<file path="src/common/mcs_pkg.sv">
// Purpose: Shared constants and types for the call, skip and clear execution block.
// Assumes: An 11-bit program counter and 8-bit data path.
// Notes: Opcode values are local encodings presented by the decoder in front of this block.
package mcs_pkg;

  localparam int PC_W    = 11;
  localparam int DATA_W  = 8;
  localparam int FADDR_W = 6;
  localparam int SP_W    = 3;

  localparam logic [PC_W-1:0]   PC_RST  = 11'h000;
  localparam logic [DATA_W-1:0] ACC_RST = 8'h00;
  localparam logic [SP_W-1:0]   SP_RST  = 3'h0;
  localparam logic [DATA_W-1:0] CLR_VAL = 8'h00;

  localparam int HP_BITS   = 3;
  localparam int PC_HI_LSB = 8;

  localparam int CALL_CYCLES = 2;
  localparam int SKIP_CYCLES = 2;

  typedef enum logic [2:0] {
    MCS_OP_NOP      = 3'b000,
    MCS_OP_CALL_IND = 3'b001,
    MCS_OP_SKIP_SET = 3'b010,
    MCS_OP_CLR_ACC  = 3'b011,
    MCS_OP_CLR_REG  = 3'b100,
    MCS_OP_INV_REG  = 3'b101
  } mcs_op_e;

  typedef enum logic [1:0] {
    MCS_ST_RUN   = 2'b00,
    MCS_ST_CALL2 = 2'b01,
    MCS_ST_SQUASH = 2'b10
  } mcs_state_e;

endpackage

</file>
<file path="src/verilog/mcs_call_skip_core.sv">
// Purpose: Executes indirect call, bit-test-skip-if-set, and clear/invert operations.
// Assumes: A fetch stage presents one decoded instruction per cycle with instrValid.
// Notes: Register file and return stack sit outside; this block drives their write ports.
`timescale 1ns/100ps
`default_nettype none
module mcs_call_skip_core
  import mcs_pkg::*;
(
  // Clock and reset.
  input  wire logic                   clk,
  input  wire logic                   sys_rst,
  // Decoded instruction.
  input  wire logic                   instrValid,
  input  wire mcs_pkg::mcs_op_e       instrOp,
  input  wire logic [mcs_pkg::FADDR_W-1:0] instrAddr,
  input  wire logic [2:0]             instrBit,
  input  wire logic                   instrDest,
  // Register file and high-page pointer.
  input  wire logic [mcs_pkg::DATA_W-1:0] regRdata,
  input  wire logic [mcs_pkg::DATA_W-1:0] highPagePointer,
  // Register file write port.
  output logic [mcs_pkg::FADDR_W-1:0] regAddr,
  output logic                        regWe,
  output logic [mcs_pkg::DATA_W-1:0]  regWdata,
  // Return stack write port.
  output logic                        stackWe,
  output logic [mcs_pkg::SP_W-1:0]    stackIdx,
  output logic [mcs_pkg::PC_W-1:0]    stackWdata,
  // Core state.
  output logic [mcs_pkg::PC_W-1:0]    pc,
  output logic [mcs_pkg::DATA_W-1:0]  acc,
  output logic                        zeroFlag,
  output logic [mcs_pkg::SP_W-1:0]    stackPtr,
  output logic                        busy
);
  import mcs_pkg::*;

  typedef struct packed {
    mcs_state_e          state;
    logic [PC_W-1:0]     pc;
    logic [DATA_W-1:0]   acc;
    logic                zero;
    logic [SP_W-1:0]     sp;
    logic                stackWe;
    logic [SP_W-1:0]     stackIdx;
    logic [PC_W-1:0]     stackData;
    logic                regWe;
    logic [FADDR_W-1:0]  regAddr;
    logic [DATA_W-1:0]   regData;
  } mcs_core_s;

  mcs_core_s cur;
  mcs_core_s next_cur;

  logic [DATA_W-1:0] exResult;
  logic              exZero;
  logic              exAccWr;
  logic              exRegWr;
  logic              exZeroWr;
  logic              issue;
  mcs_op_e           exOp;

  assign issue = instrValid && (cur.state == MCS_ST_RUN);

  // Feeds the execute unit a no-operation unless an instruction is taken.
  always_comb begin
    exOp = MCS_OP_NOP;
    if (issue) begin
      exOp = instrOp;
    end
  end

  mcs_exec_unit u_exec (
    .op        (exOp),
    .dest      (instrDest),
    .regIn     (regRdata),
    .result    (exResult),
    .zeroOut   (exZero),
    .accWrite  (exAccWr),
    .regWrite  (exRegWr),
    .zeroWrite (exZeroWr)
  );

  function automatic logic [PC_W-1:0] pcInc(input logic [PC_W-1:0] p);
    pcInc = p + 11'h001;
  endfunction

  always_comb begin
    next_cur         = cur;
    next_cur.stackWe = 1'b0;
    next_cur.regWe   = 1'b0;
    case (cur.state)
      MCS_ST_RUN: begin
        if (issue) begin
          next_cur.pc = pcInc(cur.pc);
          case (instrOp)
            MCS_OP_CALL_IND: begin
              next_cur.stackWe   = 1'b1;
              next_cur.stackIdx  = cur.sp;
              next_cur.stackData = pcInc(cur.pc);
              next_cur.sp        = cur.sp + 3'h1;
              next_cur.pc        = {highPagePointer[HP_BITS-1:0], acc};
              next_cur.state     = MCS_ST_CALL2;
            end
            MCS_OP_SKIP_SET: begin
              if (regRdata[instrBit]) begin
                next_cur.state = MCS_ST_SQUASH;
              end
            end
            default: begin
              if (exAccWr) begin
                next_cur.acc = exResult;
              end
              if (exRegWr) begin
                next_cur.regWe   = 1'b1;
                next_cur.regAddr = instrAddr;
                next_cur.regData = exResult;
              end
              if (exZeroWr) begin
                next_cur.zero = exZero;
              end
            end
          endcase
        end
      end
      MCS_ST_CALL2: begin
        next_cur.state = MCS_ST_RUN;
      end
      MCS_ST_SQUASH: begin
        if (instrValid) begin
          next_cur.pc = pcInc(cur.pc);
        end
        next_cur.state = MCS_ST_RUN;
      end
      default: begin
        next_cur.state = MCS_ST_RUN;
      end
    endcase
  end

  always_ff @(posedge clk) begin
    if (sys_rst) begin
      cur           <= '0;
      cur.state     <= MCS_ST_RUN;
      cur.pc        <= PC_RST;
      cur.acc       <= ACC_RST;
      cur.sp        <= SP_RST;
    end else begin
      cur <= next_cur;
    end
  end

  assign pc         = cur.pc;
  assign acc        = cur.acc;
  assign zeroFlag   = cur.zero;
  assign stackPtr   = cur.sp;
  assign stackWe    = cur.stackWe;
  assign stackIdx   = cur.stackIdx;
  assign stackWdata = cur.stackData;
  assign regWe      = cur.regWe;
  assign regAddr    = cur.regAddr;
  assign regWdata   = cur.regData;
  assign busy       = (cur.state != MCS_ST_RUN);

  AST_CALL_PUSH: assert property (@(posedge clk) disable iff (sys_rst)
    issue && instrOp == MCS_OP_CALL_IND |=> stackWe && stackWdata == $past(pc) + 11'h001)
    else $error("Call did not push return address.");

  AST_CALL_TARGET: assert property (@(posedge clk) disable iff (sys_rst)
    issue && instrOp == MCS_OP_CALL_IND |=> pc == {$past(highPagePointer[2:0]), $past(acc)})
    else $error("Call target wrong.");

  AST_SKIP_TAKEN: assert property (@(posedge clk) disable iff (sys_rst)
    issue && instrOp == MCS_OP_SKIP_SET && regRdata[instrBit] |=> busy ##1 !busy)
    else $error("Skip not taken for set bit.");

  AST_SQUASH_NO_WRITE: assert property (@(posedge clk) disable iff (sys_rst)
    busy && !$past(busy) && $past(instrOp == MCS_OP_SKIP_SET)
      |=> !regWe && !stackWe && acc == $past(acc))
    else $error("Squashed instruction had an effect.");

  AST_SKIP_NOT_TAKEN: assert property (@(posedge clk) disable iff (sys_rst)
    issue && instrOp == MCS_OP_SKIP_SET && !regRdata[instrBit] |=> !busy)
    else $error("Skip stalled when bit was clear.");

  AST_CLR_ACC: assert property (@(posedge clk) disable iff (sys_rst)
    issue && instrOp == MCS_OP_CLR_ACC |=> acc == 8'h00 && zeroFlag)
    else $error("Accumulator clear failed.");

  AST_CLR_REG: assert property (@(posedge clk) disable iff (sys_rst)
    issue && instrOp == MCS_OP_CLR_REG |=> regWe && regWdata == 8'h00 && zeroFlag
      && regAddr == $past(instrAddr))
    else $error("Register clear failed.");

  AST_INV_ZERO: assert property (@(posedge clk) disable iff (sys_rst)
    issue && instrOp == MCS_OP_INV_REG |=> zeroFlag == ($past(regRdata) == 8'hff))
    else $error("Invert zero flag wrong.");

  AST_INV_DEST: assert property (@(posedge clk) disable iff (sys_rst)
    issue && instrOp == MCS_OP_INV_REG && !instrDest |=> !regWe && acc == ~$past(regRdata))
    else $error("Invert to accumulator failed.");

  AST_SP_ADV: assert property (@(posedge clk) disable iff (sys_rst)
    issue && instrOp == MCS_OP_CALL_IND |=> stackPtr == $past(stackPtr) + 3'h1)
    else $error("Stack pointer did not advance.");

  AST_INV_WRITEBACK: assert property (@(posedge clk) disable iff (sys_rst)
    issue && instrOp == MCS_OP_INV_REG && instrDest |=> regWe && regAddr == $past(instrAddr)
      && regWdata == ~$past(regRdata) && acc == $past(acc))
    else $error("Invert to register failed.");

  AST_SKIP_CONT: assert property (@(posedge clk) disable iff (sys_rst)
    issue && instrOp == MCS_OP_SKIP_SET && !regRdata[instrBit] |=> pc == $past(pc) + 11'h001)
    else $error("Skip with clear bit did not continue.");

  AST_SKIP_PC: assert property (@(posedge clk) disable iff (sys_rst)
    issue && instrOp == MCS_OP_SKIP_SET && regRdata[instrBit] ##1 instrValid
      |=> pc == $past(pc, 2) + 11'h002)
    else $error("Skipped instruction not stepped over.");

  AST_STACK_IDX: assert property (@(posedge clk) disable iff (sys_rst)
    issue && instrOp == MCS_OP_CALL_IND |=> stackIdx == $past(stackPtr))
    else $error("Return address pushed to wrong entry.");
endmodule // mcs_call_skip_core
`default_nettype wire

</file>
<file path="src/verilog/mcs_exec_unit.sv">
// Purpose: Computes the data result and zero flag of clear and invert operations.
// Assumes: Purely combinational, used by the sequencer.
// Notes: For invert, the destination bit selects accumulator or file register.
`timescale 1ns/100ps
`default_nettype none
module mcs_exec_unit
  import mcs_pkg::*;
(
  // Operation.
  input  wire mcs_pkg::mcs_op_e     op,
  input  wire logic                 dest,
  // Operands.
  input  wire logic [mcs_pkg::DATA_W-1:0] regIn,
  // Results.
  output logic [mcs_pkg::DATA_W-1:0] result,
  output logic                      zeroOut,
  output logic                      accWrite,
  output logic                      regWrite,
  output logic                      zeroWrite
);
  import mcs_pkg::*;

  always_comb begin
    result    = CLR_VAL;
    accWrite  = 1'b0;
    regWrite  = 1'b0;
    zeroWrite = 1'b0;
    case (op)
      MCS_OP_CLR_ACC: begin
        accWrite  = 1'b1;
        zeroWrite = 1'b1;
      end
      MCS_OP_CLR_REG: begin
        regWrite  = 1'b1;
        zeroWrite = 1'b1;
      end
      MCS_OP_INV_REG: begin
        result    = ~regIn;
        accWrite  = ~dest;
        regWrite  = dest;
        zeroWrite = 1'b1;
      end
      default: begin
        result = CLR_VAL;
      end
    endcase
  end

  assign zeroOut = (result == CLR_VAL);
endmodule // mcs_exec_unit
`default_nettype wire

</file>
<file path="config.mk">
export PLATFORM = sky130hd
export DESIGN_NAME = mcs_call_skip_core
export DESIGN_NICKNAME = d
export VERILOG_FILES = /design/src/common/mcs_pkg.sv /design/src/verilog/mcs_call_skip_core.sv /design/src/verilog/mcs_exec_unit.sv
export SDC_FILE = /design/constraint.sdc
export NUM_CORES = 1
export LEC_CHECK = 0
export ABC_CLOCK_PERIOD_IN_PS = 2600
export BUFFER_PORTS_ARGS = -buffer_cell sky130_fd_sc_hd__buf_4
export CORE_MARGIN = 10
export CORE_UTILIZATION = 35
export CTS_CLUSTER_SIZE = 14
export DETAILED_ROUTE_END_ITERATION = 10
export GPL_TIMING_DRIVEN = 0
export MAX_ROUTING_LAYER = met4
export PLACE_DENSITY = 0.69
export SLEW_MARGIN = 25
export SYNTH_ARGS = -nofsm -noshare
export SYNTH_HDL_FRONTEND = slang
export SYNTH_HIERARCHICAL = 1
export SYNTH_SLANG_ARGS = --single-unit
</file>
<file path="constraint.sdc">
create_clock -name clk -period 2.6 [get_ports clk]
set_clock_uncertainty 0.05 [all_clocks]
set_input_delay 0.26 -clock clk [delete_from_list [all_inputs] [get_ports clk]]
set_output_delay 0.26 -clock clk [all_outputs]
set_load 0.01 [all_outputs]
</file>
==> impl_results.md <==
* Clk root buf: clkbuf_8
* WL final at 7345 µm
* Rel. slew slack at 61.72%
* Buf/Inv on CP at 1
* Total power at 0.001629 W
* ANT cells at 0
* Gr usage total at 11.46%
* Fill count at 811
* CP startpoint kind: flop
* Post-synth EDFFs at 0
* Die width at 112.1 µm
* RePlAce Congestion at 0.8637
* Worst EP required at 2740 ps
* Element type at the critical path end: flop
* P per Cell Area at 428.8 nW/µm²
* Adder-Cell Fraction of Synth Area at 0.8432%
* Post-Syn Area at 2968 µm²
* Finished Cell Area at 3799 µm²
* Unrepaired setup endpoints after global routing: false
* WS Path Type: flop to flop
* Number of global-route vias before repair at 2,531
* Final Cycle Share at 85.66%
* CTS Sinks at 55
* Crit path cell chain: nor3b_4 -> and2_1 -> nand2b_1 -> a21oi_1 -> o211ai_2 -> buf_8 -> mux2i_1 -> nor2_1
* Initial DRC Count at 77
* Family with the most delay on the worst path: simple AND/OR/NAND/NOR gates
* Share of post-route cells with drive strength above 1 at 37.38%
* Status: finished clean
* Antenna violations before repair at 0
* Fmax at 0.4490 GHz
* Post-Syn Nets at 368
* Internal power at 0.001242 W
* Pre-antenna DRT Iters at 4
* Final ANT Viol Nets at 0
* GR Overflow Total at 0
* Final setup fails at 0
* Die area at 12,560 µm²
* Hold Crit Start: instrAddr[2]
* Logic pwr share at 12.5%
* Worst setup path start: cur[54]
* Largest family of logic cells by synthesized area: simple AND/OR/NAND/NOR gates
* Wire per inst at 13.99 µm
* Vias at 2,471
* Max-Cap Viols at 0
* Initial Util at 36.12%
* Slew Viols, Final at 0
* Post-synth cell types at 50
* Slowest CP cell: dfxtp_1
* First-pass GRT wire length at 12,140 µm
* Main flop type after synthesis: dfxtp_1
* Num CTS Buffers at 5
* Seq/Total Area, Yosys at 37.10%
* Async SR Flop Fraction at 0%
* Number of remaining DRC errors at 0
* Number of hold buffers added after CTS at 0
* Area growth, synth to finish at 27.99%
* Clk Latency, worst-skew pair at 300 ps
* DP HPWL at 5868 µm
* Post-Synth Simple-Gate Area at 21.67%
* Io pins at 86
* Die H at 112.1 µm
* Synth Area in Compound Gates at 10.33%
* Sw frac at 23.74%
* H-tree depth at 2
* Largest net degree at the start of global routing at 17
* Clk buf depth at 2
* Tightest Pin Transition at 572.5 ps
* Seq cells post-synth at 55
* CTS tree: done
* Nets at 454
* Port Buffers at 79
* Clock Pin Slew Worst Setup and Hold Paths at 100 ps
* VDD IR-drop max at 0.0002349 V
* R2R Path Start: cur[54]
* Post-DP Area at 3692 µm²
* Final hold violation count at 0
* Leakage at 1.840 nW
* Post CTS Setup Buffer Count at 0
* Clock share of power at 34.1%
* Setup TNS at 0 ps
* Mux share of post-synthesis cell area at 10.62%
* Post-CTS resize count at 0
* Xor and xnor fraction of the mapped netlist area at 3.246%
* Synth warn at 6
* Core ar. at 8217 µm²
* Sequential Power Share at 53.4%
* CP peak stage delay at 400 ps
* Via-per-instance ratio at 4.707
* # rows at 33
* Syn_area_per_cell at 8.886 µm²
* Crit path DAT at 2360 ps
* Final Critical Period at 2227 ps
* Synthesized instance count at 334
* Crit Path Max Fanout at 10
* Hold crit path type: input port to flop
* P_sw at 0.0003867 W
[per-stage QoR]
step                utilization, %  worst slack, ps  instances  hold WS (ps)
floorplan                        -            668.9        334         349.5
global placement             44.94            460.8        518         398.0
detailed placement           44.94            386.4        518         397.4
CTS                          46.23            371.6        525         126.6
global route                 46.23            210.1        525         152.6
finish                       46.23            372.9        525         130.7
[worst register-to-register path: stages (launching register included)]
cell and delay (ps):
dfxtp_1 400, nor3b_4 380, and2_1 300, nand2b_1 110, a21oi_1 170, o211ai_2 260, buf_8 250, mux2i_1 160
nor2_1 50
[kinds of logic (layout without fill, tap and decap cells)]
family	count (synthesis)	in the layout
mux	29	29
compound gates	46	46
flops	55	55
buf+inv	69	155
xor+xnor	11	11
simple gates	122	122
fa+ha+maj	2	2
[final timing paths]
kind | end | slack (ps) | depth (start not counted)
max | regAddr[5] | 370 | 8
min | regAddr[2] | 130 | 3
max reg2reg | regAddr[5] | 370 | 8
min reg2reg | stackWdata[1] | 410 | 2
[power by group through the flow]
stage / clock, W / sequential, W / combinational, W
2_1_floorplan: 0 / 0.000887 / 0.000122
5_1_grt: 0.000601 / 0.000873 / 0.000225
3_5_place_dp: 0 / 0.000890 / 0.000205
3_3_place_gp: 0 / 0.000889 / 0.000202
4_1_cts: 0.000575 / 0.000871 / 0.000206
6_report: 0.000555 / 0.000870 / 0.000203
[metal layers]
metal / track usage, % / part of all wire [%] / up-vias
met5: - / 0 / -
met1: 14.41 / 47 / 1132
met3: 3.248 / 5.7 / 5
li1: - / - / 1262
met2: 18.54 / 47 / 72
met4: 1.015 / 0.34 / 0
[synthesized netlist by cell type, drive strengths merged (6+ instances only)]
master | n | area share (%)
clkbuf | 9 | 1.1
buf | 58 | 15
dfxtp | 55 | 37
and2 | 7 | 1.5
o21ai | 8 | 1.3
nor2 | 51 | 6.5
a21oi | 16 | 2.7
nand2 | 25 | 3.2
mux2i | 27 | 9.1
a211oi | 9 | 2.3
xnor2 | 6 | 1.8
[sequential cells by signal (all words and copies together) (netlist names)]
register	cells
cur	2
stackWdata	11
regWdata	8
acc	8
regAddr	6
pc	11
regWe	1
stackWe	1
stackPtr	3
zeroFlag	1
stackIdx	3
[layout by cell type (no fill, tap or decap), types with 6 or more instances in the layout]
| cell | n |
|---|---|
| a211oi_1 | 9 |
| and2_1 | 6 |
| o21ai_0 | 8 |
| a21oi_1 | 16 |
| clkbuf_1 | 9 |
| buf_4 | 132 |
| xnor2_1 | 6 |
| nand2_1 | 25 |
| nor2_1 | 51 |
| mux2i_1 | 27 |
| dfxtp_1 | 55 |
[layout make-up]
class / instances / area [µm²] / share of cell area [%]
buffer: 67 / 473.0 / 12.45
clock buffer: 5 / 68.82 / 1.812
clock inverter: 2 / 37.54 / 0.9881
inverter: 2 / 7.507 / 0.1976
multi-input combinational: 210 / 1386 / 36.50
sequential: 55 / 1101 / 28.99
tap: 105 / 131.4 / 3.459
timing repair buffer: 79 / 593.1 / 15.61
(Power assumes the default switching activity.)
